$ cat src/rtl/isc_pkg.sv
/*
  isc_pkg: shared constants for the single-master two-wire controller.
  Assumes the register map sits at fixed absolute byte addresses.
*/
`default_nettype none
package isc_pkg;
  // ***********************
  // register map
  // ***********************
  localparam logic [31:0] ADDR_BYTE_PORT = 32'h1004_2000;
  localparam logic [31:0] ADDR_CONTROL = 32'h1004_2004;
  localparam logic [31:0] ADDR_FLAGS = 32'h1004_2008;
  localparam logic [31:0] ADDR_DIVIDER = 32'h1004_200C;
  localparam logic [15:0] DIVIDER_RESET = 16'h0000;
  localparam logic [7:0] CONTROL_RESET = 8'h00;
  localparam logic [7:0] FLAGS_RESET = 8'h04;
  // ***********************
  // control and flag bit positions
  // ***********************
  localparam int CTL_IRQ_GATE = 4;
  localparam int CTL_BEGIN = 3;
  localparam int CTL_END = 2;
  localparam int CTL_REPLY = 1;
  localparam int CTL_ENABLE = 0;
  localparam int FLG_QUEUE = 4;
  localparam int FLG_BUSY = 3;
  localparam int FLG_IDLE = 2;
  localparam int FLG_VALID = 1;
  localparam int FLG_REPLY = 0;
  // ***********************
  // timing
  // ***********************
  localparam int CLK_HZ = 25000000;
  localparam int SCL_MAX_HZ = 400000;
  localparam int QUARTERS_PER_BIT = 4;
  localparam int CLKS_PER_SCL_UNIT = 16;
  localparam logic [3:0] ACK_SLOT = 4'h8;
  localparam logic [1:0] PH_SETUP = 2'h0;
  localparam logic [1:0] PH_RISE = 2'h1;
  localparam logic [1:0] PH_HIGH = 2'h2;
  localparam logic [1:0] PH_FALL = 2'h3;
  // ***********************
  // engine states
  // ***********************
  typedef enum logic [1:0] {
    ST_IDLE = 2'b00,
    ST_START = 2'b01,
    ST_BYTE = 2'b10,
    ST_STOP = 2'b11
  } isc_state_e;
endpackage : isc_pkg
`default_nettype wire

$ cat src/rtl/isc_i2c_master.sv
/*
  isc_i2c_master: single-master two-wire controller with byte queue.
  Assumes the register port is synchronous to mclk_i and the pins are
  open-drain with external pull-ups.
*/
// Operation
// - Acts only as the sole bus master; no arbitration.
// - Standard and fast rates up to 400 kHz via divider.
// - Transmit and receive paths are each double-buffered.
// - Any byte, general-call or start byte, may follow a START.
// - A slave holding SCL low stalls the bit until released.
// - Byte port writes push transmit bytes, reads pop received bytes.
// - Control and flag bits 7:5 read zero; writes ignored.
// - Control bit 4 gates the interrupt request.
// - Writing one to control bit 3 queues a START.
// - Writing one to control bit 2 queues a STOP.
// - Control bit 1 sets the level driven in receive acknowledge.
// - Control bit 0 enables the controller; resets to zero.
// - Flag bit 4 shows the condition queue is not empty.
// - Flag bit 3 shows bus busy between START and STOP.
// - Flag bit 2 is one when no byte, START or STOP is in progress.
// - Flag bit 1 shows a byte held in the receive or the transmit queue.
// - Flag bit 0 holds the acknowledge level sampled last.
// - SCL rate is clock over sixteen times setting plus one.
`default_nettype none
module isc_i2c_master (
  // clock and reset
  input wire logic mclk_i,
  input wire logic sys_rst_i,
  // register port
  input wire logic reg_sel_i,
  input wire logic reg_wr_i,
  input wire logic reg_rd_i,
  input wire logic [31:0] reg_addr_i,
  input wire logic [15:0] reg_wdata_i,
  output logic [15:0] reg_rdata_o,
  // bus pins
  input wire logic scl_i,
  output logic scl_o,
  output logic scl_oe_o,
  input wire logic sda_i,
  output logic sda_o,
  output logic sda_oe_o,
  // interrupt
  output logic irq_o
);
  import isc_pkg::*;

  // ***********************
  // state
  // ***********************
  typedef struct packed {
    logic [1:0] scl_sync;
    logic [1:0] sda_sync;
    logic [17:0] div_cnt;
    logic [15:0] scl_divider;
    logic irq_gate;
    logic reply_bit_level;
    logic unit_enable;
    logic busy;
    logic received_reply_level;
    logic rd_req;
    logic irq_flag;
    isc_state_e state;
    logic [1:0] ph;
    logic [3:0] bit_idx;
    logic rx_mode;
    logic [7:0] shift;
    logic scl_low;
    logic sda_low;
    logic pin_zero;
    logic irq_out;
    logic [15:0] rdata;
  } isc_state_s;

  isc_state_s s;
  isc_state_s next_s;

  logic tick;
  logic scl_high;
  logic sda_level;
  logic evt;
  logic hit_byte;
  logic hit_ctrl;
  logic hit_flags;
  logic hit_div;
  logic do_wr;
  logic do_rd;
  logic tx_in_valid;
  logic tx_valid;
  logic tx_take;
  logic [7:0] tx_data;
  logic rx_push;
  logic rx_in_ready;
  logic rx_valid;
  logic rx_pop;
  logic [7:0] rx_data;
  logic cmd_in_valid;
  logic cmd_valid;
  logic cmd_pop;
  logic [1:0] cmd_head;
  logic [7:0] ctrl_view;
  logic [7:0] flag_view;

  // ***********************
  // queues
  // ***********************
  // transmit bytes from the byte port
  isc_buf2 #(.W(8)) u_tx_buf (
    .mclk_i(mclk_i),
    .sys_rst_i(sys_rst_i),
    .in_valid_i(tx_in_valid),
    .in_ready_o(),
    .in_data_i(reg_wdata_i[7:0]),
    .out_valid_o(tx_valid),
    .out_ready_i(tx_take),
    .out_data_o(tx_data)
  );
  // received bytes toward the byte port
  isc_buf2 #(.W(8)) u_rx_buf (
    .mclk_i(mclk_i),
    .sys_rst_i(sys_rst_i),
    .in_valid_i(rx_push),
    .in_ready_o(rx_in_ready),
    .in_data_i(s.shift),
    .out_valid_o(rx_valid),
    .out_ready_i(rx_pop),
    .out_data_o(rx_data)
  );
  // queued conditions, entry is {begin, end}
  isc_buf2 #(.W(2)) u_cmd_buf (
    .mclk_i(mclk_i),
    .sys_rst_i(sys_rst_i),
    .in_valid_i(cmd_in_valid),
    .in_ready_o(),
    .in_data_i({reg_wdata_i[CTL_BEGIN], reg_wdata_i[CTL_END]}),
    .out_valid_o(cmd_valid),
    .out_ready_i(cmd_pop),
    .out_data_o(cmd_head)
  );

  // ***********************
  // register decode
  // ***********************
  assign hit_byte = (reg_addr_i == ADDR_BYTE_PORT);
  assign hit_ctrl = (reg_addr_i == ADDR_CONTROL);
  assign hit_flags = (reg_addr_i == ADDR_FLAGS);
  assign hit_div = (reg_addr_i == ADDR_DIVIDER);
  assign do_wr = reg_sel_i && reg_wr_i;
  assign do_rd = reg_sel_i && reg_rd_i;
  // a byte written while two are queued is dropped
  assign tx_in_valid = do_wr && hit_byte;
  assign rx_pop = do_rd && hit_byte;
  assign cmd_in_valid = do_wr && hit_ctrl && (reg_wdata_i[CTL_BEGIN] || reg_wdata_i[CTL_END]);
  assign scl_high = s.scl_sync[1];
  assign sda_level = s.sda_sync[1];
  assign ctrl_view = {3'h0, s.irq_gate, 2'h0, s.reply_bit_level, s.unit_enable};
  assign flag_view = {3'h0, cmd_valid, s.busy, (s.state == ST_IDLE), (rx_valid || tx_valid),
                      s.received_reply_level};

  always_comb
  begin
    next_s = s;
    tick = 1'b0;
    evt = 1'b0;
    tx_take = 1'b0;
    rx_push = 1'b0;
    cmd_pop = 1'b0;
    // two-stage pin synchronisers
    next_s.scl_sync = {s.scl_sync[0], scl_i};
    next_s.sda_sync = {s.sda_sync[0], sda_i};

    // ***********************
    // quarter-bit divider
    // ***********************
    // four quarters of 4*(n+1) clocks each give 16*(n+1) per bit
    if (!s.unit_enable)
      next_s.div_cnt = '0;
    else if (s.div_cnt >= {s.scl_divider, 2'b11})
    begin
      next_s.div_cnt = '0;
      tick = 1'b1;
    end
    else
      next_s.div_cnt = s.div_cnt + 18'h1;

    // ***********************
    // bus engine
    // ***********************
    if (!s.unit_enable)
    begin
      next_s.state = ST_IDLE;
      next_s.ph = PH_SETUP;
      next_s.busy = 1'b0;
      next_s.rd_req = 1'b0;
      next_s.scl_low = 1'b0;
      next_s.sda_low = 1'b0;
    end
    else
    begin
      unique case (s.state)
        ST_IDLE:
        begin
          next_s.ph = PH_SETUP;
          next_s.bit_idx = '0;
          if (cmd_valid)
            next_s.state = cmd_head[1] ? ST_START : ST_STOP;
          else if (s.busy && tx_valid)
          begin
            tx_take = 1'b1;
            next_s.shift = tx_data;
            next_s.rx_mode = 1'b0;
            next_s.state = ST_BYTE;
          end
          // wait for room so a received byte is never lost
          else if (s.busy && s.rd_req && rx_in_ready)
          begin
            next_s.rd_req = 1'b0;
            next_s.shift = '0;
            next_s.rx_mode = 1'b1;
            next_s.state = ST_BYTE;
          end
        end
        ST_START:
        begin
          if (tick)
          begin
            unique case (s.ph)
              PH_SETUP:
              begin
                next_s.sda_low = 1'b0;
                next_s.ph = PH_RISE;
              end
              PH_RISE:
              begin
                next_s.scl_low = 1'b0;
                next_s.ph = PH_HIGH;
              end
              PH_HIGH:
              begin
                if (scl_high)
                begin
                  next_s.sda_low = 1'b1;
                  next_s.ph = PH_FALL;
                end
              end
              PH_FALL:
              begin
                next_s.scl_low = 1'b1;
                next_s.busy = 1'b1;
                next_s.ph = PH_SETUP;
                if (cmd_head[0])
                  next_s.state = ST_STOP;
                else
                begin
                  cmd_pop = 1'b1;
                  next_s.state = ST_IDLE;
                end
              end
            endcase
          end
        end
        ST_STOP:
        begin
          // a stop on a free bus has nothing to end
          if (!s.busy)
          begin
            cmd_pop = 1'b1;
            next_s.state = ST_IDLE;
          end
          else if (tick)
          begin
            unique case (s.ph)
              PH_SETUP:
              begin
                next_s.sda_low = 1'b1;
                next_s.ph = PH_RISE;
              end
              PH_RISE:
              begin
                next_s.scl_low = 1'b0;
                next_s.ph = PH_HIGH;
              end
              PH_HIGH:
              begin
                if (scl_high)
                  next_s.ph = PH_FALL;
              end
              PH_FALL:
              begin
                next_s.sda_low = 1'b0;
                next_s.busy = 1'b0;
                next_s.ph = PH_SETUP;
                cmd_pop = 1'b1;
                next_s.state = ST_IDLE;
              end
            endcase
          end
        end
        ST_BYTE:
        begin
          if (tick)
          begin
            unique case (s.ph)
              PH_SETUP:
              begin
                if (s.bit_idx == ACK_SLOT)
                  next_s.sda_low = s.rx_mode && !s.reply_bit_level;
                else
                  next_s.sda_low = !s.rx_mode && !s.shift[7];
                next_s.ph = PH_RISE;
              end
              PH_RISE:
              begin
                next_s.scl_low = 1'b0;
                next_s.ph = PH_HIGH;
              end
              PH_HIGH:
              begin
                if (scl_high)
                begin
                  if (s.bit_idx == ACK_SLOT)
                  begin
                    if (!s.rx_mode)
                      next_s.received_reply_level = sda_level;
                  end
                  else if (s.rx_mode)
                    next_s.shift = {s.shift[6:0], sda_level};
                  next_s.ph = PH_FALL;
                end
              end
              PH_FALL:
              begin
                next_s.scl_low = 1'b1;
                next_s.ph = PH_SETUP;
                if (s.bit_idx == ACK_SLOT)
                begin
                  // sda waits for the next setup quarter; released here it races the scl fall
                  rx_push = s.rx_mode;
                  evt = 1'b1;
                  next_s.state = ST_IDLE;
                end
                else
                begin
                  if (!s.rx_mode)
                    next_s.shift = {s.shift[6:0], 1'b0};
                  next_s.bit_idx = s.bit_idx + 4'h1;
                end
              end
            endcase
          end
        end
      endcase
    end

    // ***********************
    // register writes and reads
    // ***********************
    if (do_wr && hit_ctrl)
    begin
      next_s.irq_gate = reg_wdata_i[CTL_IRQ_GATE];
      next_s.reply_bit_level = reg_wdata_i[CTL_REPLY];
      next_s.unit_enable = reg_wdata_i[CTL_ENABLE];
    end
    if (do_wr && hit_div)
      next_s.scl_divider = reg_wdata_i;
    // clearing the valid flag with nothing queued asks for one byte
    if (do_wr && hit_flags && !reg_wdata_i[FLG_VALID] && !rx_valid && !tx_valid)
      next_s.rd_req = 1'b1;
    next_s.rdata = '0;
    if (do_rd)
    begin
      if (hit_byte)
        next_s.rdata = {8'h00, rx_valid ? rx_data : 8'h00};
      else if (hit_ctrl)
        next_s.rdata = {8'h00, ctrl_view};
      else if (hit_flags)
        next_s.rdata = {8'h00, flag_view};
      else if (hit_div)
        next_s.rdata = s.scl_divider;
    end
    // a new event beats a flag read in the same cycle
    next_s.irq_flag = evt || (s.irq_flag && !(do_rd && hit_flags));
    next_s.irq_out = next_s.irq_gate && next_s.irq_flag;
    next_s.pin_zero = 1'b0;
  end

  always_ff @(posedge mclk_i)
  begin
    if (sys_rst_i)
    begin
      s <= '0;
      s.scl_sync <= 2'h3;
      s.sda_sync <= 2'h3;
      s.scl_divider <= DIVIDER_RESET;
      s.irq_gate <= CONTROL_RESET[CTL_IRQ_GATE];
      s.reply_bit_level <= CONTROL_RESET[CTL_REPLY];
      s.unit_enable <= CONTROL_RESET[CTL_ENABLE];
      s.received_reply_level <= FLAGS_RESET[FLG_REPLY];
      s.state <= ST_IDLE;
    end
    else
      s <= next_s;
  end

  // ***********************
  // outputs
  // ***********************
  assign reg_rdata_o = s.rdata;
  assign scl_o = s.pin_zero;
  assign scl_oe_o = s.scl_low;
  assign sda_o = s.pin_zero;
  assign sda_oe_o = s.sda_low;
  assign irq_o = s.irq_out;
endmodule : isc_i2c_master
`default_nettype wire

$ cat src/rtl/isc_buf2.sv
/*
  isc_buf2: two-entry valid/ready buffer of parameter width.
  Assumes both sides share mclk_i; a refused push is simply not taken.
*/
`default_nettype none
module isc_buf2 #(
  parameter int W = 8
) (
  // clock and reset
  input wire logic mclk_i,
  input wire logic sys_rst_i,
  // fill side
  input wire logic in_valid_i,
  output logic in_ready_o,
  input wire logic [W-1:0] in_data_i,
  // drain side
  output logic out_valid_o,
  input wire logic out_ready_i,
  output logic [W-1:0] out_data_o
);
  typedef struct packed {
    logic [W-1:0] head;
    logic [W-1:0] tail;
    logic [1:0] cnt;
  } isc_buf_s;

  isc_buf_s s;
  isc_buf_s next_s;
  logic push;
  logic pop;

  assign in_ready_o = (s.cnt != 2'h2);
  assign out_valid_o = (s.cnt != 2'h0);
  assign out_data_o = s.head;

  always_comb
  begin
    next_s = s;
    push = in_valid_i && in_ready_o;
    pop = out_valid_o && out_ready_i;
    unique case ({push, pop})
      2'b10:
      begin
        if (s.cnt == 2'h0)
          next_s.head = in_data_i;
        else
          next_s.tail = in_data_i;
        next_s.cnt = s.cnt + 2'h1;
      end
      2'b01:
      begin
        next_s.head = s.tail;
        next_s.cnt = s.cnt - 2'h1;
      end
      2'b11:
      begin
        // one entry leaves while one arrives
        next_s.head = (s.cnt == 2'h1) ? in_data_i : s.tail;
        next_s.tail = in_data_i;
      end
      default:
      begin
        next_s = s;
      end
    endcase
  end

  always_ff @(posedge mclk_i)
  begin
    if (sys_rst_i)
      s <= '0;
    else
      s <= next_s;
  end
endmodule : isc_buf2
`default_nettype wire

$ cat config.mk
export PLATFORM = sky130hd
export DESIGN_NAME = isc_i2c_master
export DESIGN_NICKNAME = d
export VERILOG_FILES = /design/src/rtl/isc_pkg.sv /design/src/rtl/isc_i2c_master.sv /design/src/rtl/isc_buf2.sv
export SDC_FILE = /design/constraint.sdc
export NUM_CORES = 1
export LEC_CHECK = 0
export ABC_AREA = 1
export BUFFER_PORTS_ARGS = -buffer_cell sky130_fd_sc_hd__buf_4
export CELL_PAD_IN_SITES_DETAIL_PLACEMENT = 0
export CELL_PAD_IN_SITES_GLOBAL_PLACEMENT = 1
export CORE_ASPECT_RATIO = 1.4
export CORE_MARGIN = 3
export CORE_UTILIZATION = 39
export CTS_CLUSTER_SIZE = 14
export DETAILED_ROUTE_END_ITERATION = 10
export GPL_TIMING_DRIVEN = 1
export PLACE_DENSITY = 0.84
export SKIP_CTS_REPAIR_TIMING = 1
export SKIP_LAST_GASP = 1
export SYNTH_ARGS = -nofsm -noshare
export SYNTH_HDL_FRONTEND = slang
export SYNTH_HIERARCHICAL = 1
export SYNTH_SLANG_ARGS = --single-unit
export TNS_END_PERCENT = 30
$ cat constraint.sdc
create_clock -name mclk_i -period 2.7 [get_ports mclk_i]
set_input_delay 0.405 -clock mclk_i [delete_from_list [all_inputs] [get_ports mclk_i]]
set_output_delay 0.405 -clock mclk_i [all_outputs]
set_load 0.005 [all_outputs]
==> qor.csv, run 1 <==
metric,value,unit
layout_commonest_cell,nand2_1,
hold_violations,0,
relSlewSlack,65.00,%
finalNonFillerCells,1399,
synth-simple-area-share,29.02,%
critPathLaunchType,flip-flop,
yosys_warnings,6,
slew_violations,0,
gp_congestion,0.8622,
synthCells,1052,
netlist_area,7518,um2
crit_family,simple AND/OR/NAND/NOR gates,
hpwl,13860,um
yosys.area.top_type_share,32.75,%
antenna_found_initial,0,
clock_sinks,123,
most-common-layout-cells,"nand2_1 (193), inv_1 (184), buf_4 (126)",
critPathMaxFanout,8,
vias_per_cell,4.735,
dr.pass1.iters,5,
dieArea,21000,um2
port_buffers,73,
power_density,463.2,nW/um2
layout-drive-gt1-share,23.98,%
fillers,1911,
comb_power_share,3.5,%
grt_max_degree,33,
crit_chain,inv_1 -> ha_1 -> nand2_2 -> inv_1 -> nand2_1 -> nand2_2 -> a21oi_4 -> nand3_4 -> nand3_2 -> inv_2 -> nand2_4 -> nor2_4 -> nand2_2 -> inv_2 -> ha_2 -> buf_4 -> o21ai_4 -> buf_6 -> o21ai_0 -> a21oi_1,
cts.clk_slew.worst_paths,50,ps
synthMuxAreaShare,0,%
cts_tree,built,
period_needed,2558,ps
syn_area_per_cell,7.147,um2
h-tree-depth,4,
seq_area,2469,um2
cts_buffers,17,
die_h,170.3,um
core,18750,um2
setup_violations,0,
end_kind,flip-flop,
fin_util,48.83,%
cts_buffer_depth,2,
synthAdderAreaFrac,8.654,%
ys_ff_latch,123,
cp.required,3060,ps
leakagePower,4.191,nW
wl,17960,um
seqPwrFrac,42.9,%
clock_skew,8.393,ps
synth_top_family_by_area,simple AND/OR/NAND/NOR gates,
die_width,123.3,um
initial_core_util,40.10,%
drt_iter0_markers,375,
yosysTopAreaCell,dfxtp_1,
ir_drop,0.3530,mV
path_class,flip-flop to flip-flop,
antennaDiodeCount,0,
clockPowerShare,53.6,%
crit_arrival,2910,ps
max_stage_delay,320,ps
run_status,"finished, final reports clean",
rows,59,
max_freq,390.9,MHz
multi_input_area,4090,um2
finalSetupTns,0,ps
drtAntennaViolNets,0,
ys_types,58,
drc,0,
track_usage,17.48,%
critPathBufInv,6,
max_cap_violations,0,
synthTopCellsByArea,"dfxtp_1 (33%), nand2_1 (10%), inv_1 (9.3%)",
ys_seq_area_share,32.75,%
grt_pass1_wl,29030,um
clk_latency,420,ps
dp_cells,1362,
tightest_slew,523.8,ps
period_share,94.76,%
hold_path.class,input pin to flip-flop,
slowest_stage,ha_1,
cp_common_cell,nand2_2,
synth_xor_area_share,1.514,%
finalPower,4.240,mW
io_pins,76,
vias,6624,
swShare,20.68,%
syn2layout_area_growth,21.77,%
layout.nets,1252,
wl_per_cell,12.84,um
grt_pass1_vias,6114,
switchingPower,0.8768,mW
cts-root-buf,clkbuf_16,
p_int,3.364,mW
synth_compound_area_share,12.71,%
grt_overflow,0,
## synth_stat cells, drive strengths merged
library cell and instances:
nand2 213, inv 197, dfxtp 123, nor2 108, a21oi 78, o21ai 72
nand3 69, ha 52, buf 48, nor3 12, nand4 11, or2 9
clkbuf 7, o22ai 7, xnor2 7, nor4 6, xor2 6, a31oi 5
nor3b 5, nand3b 3, a211oi 2, o211ai 2, a21o 1, a31o 1
and2 1, clkinv 1, conb 1, o2111ai 1, o21bai 1, o221ai 1
o311ai 1, o31ai 1
## flip-flops by register name, indices dropped and copies added (netlist names), 3 cells and up
| name | cells |
|---|---|
| u_rx_buf/s | 10 |
| u_rx_buf/out_data_o | 8 |
| reg_rdata_o | 16 |
| ctrl_view | 3 |
| s | 55 |
| u_tx_buf/out_data_o | 8 |
| u_tx_buf/s | 10 |
| u_cmd_buf/s | 4 |
## stage by stage
stage / instance area, um2 / setup slack [ps] / hold WS (ps)
after floorplan: 7522 / 108.5 / 389.5
after global placement: 8322 / -0.6901 / 395.0
after detailed placement: 8322 / -79.74 / 395.7
after CTS: 8901 / -105.1 / 155.4
after global routing: 9155 / -36.00 / 162.0
final: 9155 / 141.6 / 171.2
## path summary, 6_finish.rpt
| path | start | to | slack [ps] | depth (start not counted) |
|---|---|---|---|---|
| worst max-delay path | s[59]$_SDFFE_PP0P_ | u_rx_buf/s[2]$_SDFFE_PP0P_ | 140 | 20 |
| worst min-delay path | sda_i | next_s[79]$_SDFF_PP1_ | 170 | 2 |
| worst max register to register | s[59]$_SDFFE_PP0P_ | u_rx_buf/s[2]$_SDFFE_PP0P_ | 140 | 20 |
| worst min register to register | next_s[81]$_SDFF_PP1_ | s[81]$_SDFF_PP1_ | 400 | 1 |
## cell families (layout without fill, tap and decap cells)
kind of cell	Yosys count	after routing
AO/OA/AOI/OAI	173	173
XOR/XNOR	13	13
adder cells (fa/ha/maj)	52	52
buffers and inverters	253	355
flip-flops	123	123
other	1	2
AND/OR/NAND/NOR	437	437
## layer usage
metal  global-route usage (%)  routed length, um
met5                        0                  0
met4                    6.843                380
met3                    3.391                657
met2                    31.06               9243
met1                    20.44               7676
## power groups by stage
stage | sequential, mW | combinational [mW] | clock (mW)
5_1_grt | 1.82 | 0.163 | 2.40
2_1_floorplan | 1.86 | 0.0552 | 0
4_1_cts | 1.82 | 0.149 | 2.31
3_3_place_gp | 1.86 | 0.147 | 0
6_report | 1.82 | 0.148 | 2.27
3_5_place_dp | 1.86 | 0.148 | 0
## area by class of cell
| type | count | area share (%) |
|---|---|---|
| Clock buffer | 20 | 4.988 |
| Timing Repair Buffer | 128 | 10.58 |
| Tap cell | 244 | 3.335 |
| Inverter | 198 | 8.118 |
| Clock inverter | 9 | 1.339 |
| Sequential cell | 123 | 26.96 |
| Multi-Input combinational cell | 677 | 44.68 |
## worst reg2reg max path: stages (launching register included)
cell	delay, ps
dfxtp_1	300
inv_1	50
ha_1	320
nand2_2	100
inv_1	40
nand2_1	70
nand2_2	70
a21oi_4	150
nand3_4	100
nand3_2	90
inv_2	50
nand2_4	60
nor2_4	40
nand2_2	90
inv_2	70
ha_2	180
buf_4	140
o21ai_4	240
buf_6	150
o21ai_0	60
a21oi_1	120
Note: power is estimated with default switching activity, not from simulation.
==> run 2: changes to the inputs <==
--- a/config.mk
+++ b/config.mk
@@ -10,7 +10,7 @@
 export CELL_PAD_IN_SITES_DETAIL_PLACEMENT = 0
 export CELL_PAD_IN_SITES_GLOBAL_PLACEMENT = 1
 export CORE_ASPECT_RATIO = 1.4
-export CORE_MARGIN = 3
+export CORE_MARGIN = 1
 export CORE_UTILIZATION = 39
 export CTS_CLUSTER_SIZE = 14
 export DETAILED_ROUTE_END_ITERATION = 10
==> qor.csv, run 2 (synthesized netlist as in run 1, its figures left out) <==
metric,value,unit,change
run_status,"finished, final reports clean",,
max_freq,389.1,MHz,-0.46%
worstSetupEndpoint,u_rx_buf/s[7]$_SDFFE_PP0P_,,
wl,18250,um,+1.6%
cts-root-buf,clkbuf_16,,
clock_skew,6.882,ps,-1.511 ps
stdcell_area,9119,um2,-0.40%
wl_per_cell,13.07,um,+1.8%
setup_violations,0,,unchanged
wl_met1,7783,um,+1.4%
track_usage,19.13,%,+1.6 points
clock_sinks,123,,unchanged
r2r_end,u_rx_buf/s[7]$_SDFFE_PP0P_,,
clk_latency,410,ps,about the same
route.met2.wl,9347,um,+1.1%
grt_pass1_vias,6508,,+6.4%
r2r_cells,19,,-5.0%
period_needed,2570,ps,+11.88 ps
grt_pass1_wl,30330,um,+4.5%
drtAntennaViolNets,0,,unchanged
grt_overflow,0,,unchanged
vias_per_cell,4.745,,+0.22%
cts_buffers,17,,unchanged
post-place-ws,-135.9,ps,-56.16 ps
core,18750,um2,unchanged
top_layer_used,met4,,
tightest_slew,867.7,ps,+343.9 ps
layout-drive-gt1-share,23.59,%,-0.39 points
ir_drop,0.3934,mV,+11%
fillers,1921,,+0.52%
leakagePower,4.148,nW,-1.0%
rsz0062_at_grt,true,,
setup_ws,129.7,ps,-11.88 ps
hold_violations,0,,unchanged
cts_tree,built,,
critPathLaunch,s[71]$_SDFF_PP0_,,
grt_max_degree,33,,unchanged
drc,0,,unchanged
power_density,458.8,nW/um2,-0.95%
end_kind,flip-flop,,
die_h,166.3,um,-2.3%
cts_buffer_depth,2,,unchanged
place_area,8307,um2,-0.18%
dr.pass1.iters,5,,unchanged
most-common-layout-cells,"nand2_1 (194), inv_1 (182), dfxtp_1 (120), buf_4 (120), a21oi_1 (76)",,
finalPower,4.184,mW,-1.3%
max_cap_violations,0,,unchanged
drt_iter0_markers,379,,+1.1%
cp.required,3040,ps,-20 ps
critPathLaunchType,flip-flop,,
r2r-start,s[71]$_SDFF_PP0_,,
holdWs,174.8,ps,+3.620 ps
hpwl,13920,um,+0.43%
cts.clk_slew.worst_paths,60,ps,about the same
dp_cells,1360,,-0.15%
relSlewSlack,42.09,%,-23 points
wl_met3,636,um,-3.2%
layout_commonest_cell,nand2_1,,
antennaDiodeCount,0,,unchanged
gp_congestion,0.8588,,-0.39%
vias,6629,,+0.075%
finalNonFillerCells,1397,,-0.14%
dieArea,19850,um2,-5.5%
io_pins,76,,unchanged
die_width,119.3,um,-3.2%
finalSetupTns,0,ps,unchanged
antenna_found_initial,0,,unchanged
hold_path.class,input pin to flip-flop,,
largest-register,s,,
largest_reg_flops,55,,unchanged
initial_core_util,40.10,%,unchanged
crit_arrival,2910,ps,about the same
period_share,95.20,%,+0.44 points
path_class,flip-flop to flip-flop,,
h-tree-depth,4,,unchanged
layout.nets,1247,,-0.40%
rrSetupSlack,130,ps,about the same
syn2layout_area_growth,21.28,%,
slew_violations,0,,unchanged
rows,59,,unchanged
port_buffers,73,,unchanged
critPathMaxFanout,6,,-2
fin_util,48.63,%,-0.19 points
## run 2: final cells by class
| cell class | instances | area, um2 | share of cell area [%] |
|---|---|---|---|
| Sequential cell | 123 | 2466 | 27.04 |
| Timing Repair Buffer | 123 | 957.2 | 10.50 |
| Clock buffer | 20 | 446.7 | 4.898 |
| Clock inverter | 12 | 123.9 | 1.358 |
| Tap cell | 244 | 305.3 | 3.348 |
| Multi-Input combinational cell | 677 | 4071 | 44.65 |
| Inverter | 198 | 748.2 | 8.205 |
## run 2: worst min-delay path by stage
stage,cells after the start,start,endpoint
CTS,2,scl_i,next_s[81]$_SDFF_PP1_
finish,2,scl_i,next_s[81]$_SDFF_PP1_
global placement,1,next_s[81]$_SDFF_PP1_,s[81]$_SDFF_PP1_
floorplan,1,next_s[79]$_SDFF_PP1_,s[79]$_SDFF_PP1_
global route,2,sda_i,next_s[79]$_SDFF_PP1_
detailed placement,1,next_s[81]$_SDFF_PP1_,s[81]$_SDFF_PP1_
## run 2: per-layer routing
| layer | vias up | track usage (%) |
|---|---|---|
| li1 | 3471 | - |
| met1 | 2983 | 21.82 |
| met2 | 137 | 34.68 |
| met3 | 38 | 3.812 |
| met4 | 0 | 7.228 |
| met5 | - | 0 |
## run 2: power by group
part           switching (mW)  internal [mW]  total (mW)
registers            0.000945           1.82        1.82
logic                  0.0773         0.0710       0.148
clock network           0.843           1.37        2.22
## run 2: critical path: stages, from the launching register on
cell     delay (ps)
dfxtp_1         440
ha_4            240
nand2_1          60
nand2_1          50
nand2_1          50
nand2_1          60
a21oi_2         210
nand3_4         120
nand3_2          90
inv_2            40
nand2_2          80
nor2_4           60
nand2_4          80
inv_4            50
ha_4            150
buf_4           140
o21ai_4         250
buf_12          150
o21ai_1          50
a21oi_1         120
==> run 3: changes to the inputs <==
--- a/config.mk
+++ b/config.mk
@@ -5,17 +5,16 @@
 export SDC_FILE = /design/constraint.sdc
 export NUM_CORES = 1
 export LEC_CHECK = 0
-export ABC_AREA = 1
 export BUFFER_PORTS_ARGS = -buffer_cell sky130_fd_sc_hd__buf_4
 export CELL_PAD_IN_SITES_DETAIL_PLACEMENT = 0
 export CELL_PAD_IN_SITES_GLOBAL_PLACEMENT = 1
 export CORE_ASPECT_RATIO = 1.4
 export CORE_MARGIN = 1
-export CORE_UTILIZATION = 39
+export CORE_UTILIZATION = 41
 export CTS_CLUSTER_SIZE = 14
 export DETAILED_ROUTE_END_ITERATION = 10
 export GPL_TIMING_DRIVEN = 1
-export PLACE_DENSITY = 0.84
+export PLACE_DENSITY = 0.85
 export SKIP_CTS_REPAIR_TIMING = 1
 export SKIP_LAST_GASP = 1
 export SYNTH_ARGS = -nofsm -noshare
==> qor.csv, run 3 <==
metric,value,unit,change
path_class,flip-flop to flip-flop,,
setup_ws,90.50,ps,-39.22 ps
multi_input_area,4214,um2,+3.5%
grt_pass1_wl,28530,um,-5.9%
most-common-layout-cells,"buf_4 (151), dfxtp_1 (109), nor2_1 (74)",,
die_h,157.1,um,-5.5%
clock_sinks,123,,unchanged
power_density,451.9,nW/um2,-1.5%
largest_reg_flops,55,,unchanged
end_kind,flip-flop,,
yosys_warnings,6,,unchanged
netlist_area,7047,um2,-6.3%
critPathMaxFanout,4,,-2
cts_buffer_depth,2,,unchanged
post-place-ws,-245.8,ps,-109.9 ps
slowest_stage,dfxtp_2,,
drt_iter0_markers,368,,-2.9%
grt_pass1_vias,5923,,-9.0%
wl,18190,um,-0.32%
syn2layout_area_growth,25.64,%,
clk_latency,420,ps,about the same
period_needed,2609,ps,+39.22 ps
seq_area,2480,um2,+0.56%
hpwl,13340,um,-4.1%
largest-register,s,,
fillers,1584,,-18%
cts.clk_slew.worst_paths,60,ps,about the same
hold_path.class,input pin to flip-flop,,
initial_core_util,41.90,%,+1.8 points
hold_violations,0,,unchanged
h-tree-depth,4,,unchanged
crit_arrival,2890,ps,-20 ps
max_freq,383.2,MHz,-1.5%
layout-drive-gt1-share,29.53,%,+5.9 points
dieArea,17720,um2,-11%
ir_drop,0.3193,mV,-19%
cp.required,2980,ps,-60 ps
cts_buffers,17,,unchanged
layout.nets,1022,,-18%
cts-root-buf,clkbuf_16,,
max_stage_delay,330,ps,-110 ps
run_status,"finished, final reports clean",,
crit_family,compound AO/OA/AOI/OAI gates,,
rows,56,,-5.1%
antenna_found_initial,1,,+1
crit_chain,inv_1 -> ha_4 -> a21o_1 -> a21o_1 -> a21oi_4 -> nand3_2 -> and3_4 -> a22o_1 -> nand2b_4 -> clkinv_4 -> ha_4 -> buf_4 -> nor2b_1 -> o21ai_1 -> a21oi_1,,
drtAntennaViolNets,0,,unchanged
dr.pass1.iters,5,,unchanged
track_usage,20.56,%,+1.4 points
leakagePower,3.433,nW,-17%
finalPower,4.000,mW,-4.4%
layout_commonest_cell,buf_4,,
max_cap_violations,0,,unchanged
setup_violations,0,,unchanged
gp_congestion,0.8058,,-6.2%
vias,6094,,-8.1%
vias_per_cell,5.383,,+13%
grt_overflow,0,,unchanged
io_pins,76,,unchanged
critPathBufInv,3,,-1
grt_max_degree,48,,+45%
clock_skew,8.456,ps,+1.574 ps
rsz0062_at_grt,true,,
port_buffers,73,,unchanged
tightest_slew,571.6,ps,-296.1 ps
core,16820,um2,-10%
syn_area_per_cell,8.636,um2,+21%
critPathLaunchType,flip-flop,,
slew_violations,0,,unchanged
relSlewSlack,61.60,%,+20 points
cts_tree,built,,
fin_util,52.65,%,+4.0 points
synthCells,816,,-22%
die_width,112.8,um,-5.5%
wl_per_cell,16.07,um,+23%
drc,0,,unchanged
period_share,96.65,%,+1.5 points
==> run 3: worst register-to-register path, delay by kind of cell (launching register included) <==
family | cells | cell delay (ps)
DFF | 1 | 330
buffers and inverters | 3 | 250
and+or+nand+nor | 4 | 590
adders and majority gates | 2 | 400
AOI/OAI and AO/OA | 6 | 930
==> run 3: where the power goes <==
| group | total [mW] | internal [mW] | switching (mW) | leakage (nW) |
|---|---|---|---|---|
| combinational | 0.128 | 0.0636 | 0.0642 | 2.18 |
| clock | 2.05 | 1.19 | 0.861 | 0.254 |
| sequential | 1.82 | 1.82 | 0.00177 | 0.998 |
==> run 3: worst paths after layout <==
check                              from                           to  slack, ps  depth (start not counted)
hold reg to reg   next_s[79]$_SDFF_PP1_             s[79]$_SDFF_PP1_        410                          1
setup / recovery     s[57]$_SDFFE_PP0P_  u_cmd_buf/s[3]$_SDFFE_PP0P_         90                         15
setup reg to reg     s[57]$_SDFFE_PP0P_  u_cmd_buf/s[3]$_SDFFE_PP0P_         90                         15
hold / removal                    scl_i        next_s[81]$_SDFF_PP1_        170                          2
==> run 3: final cells by class <==
type	instances	share of cell area [%]
sequential	123	28.01
clock buffer	18	4.960
tap	203	2.869
clock inverter	14	1.102
timing repair buffer	153	13.16
antenna	1	0.02826
multi-input combinational	569	47.60
inverter	51	2.275
==> run 3: per-layer routing <==
metal | track usage, % | routed length (um) | vias up
met5 | 0 | 0 | -
met4 | 9.714 | 516 | 0
met3 | 4.505 | 560 | 31
met2 | 38.07 | 9556 | 129
met1 | 22.07 | 7560 | 2868
li1 | - | - | 3066
==> run 3: metrics by stage <==
stage          instance area [um2]  TNS, ps  instances  hold WS, ps
2_1_floorplan                 7067        0        817        389.5
3_3_place_gp                  7923    -3066       1090        396.9
3_5_place_dp                  7923    -5788       1090        392.8
4_1_cts                       8459    -3470       1122        156.0
5_1_grt                       8851   -450.9       1131        161.3
6_report                      8853        0       1132        171.4
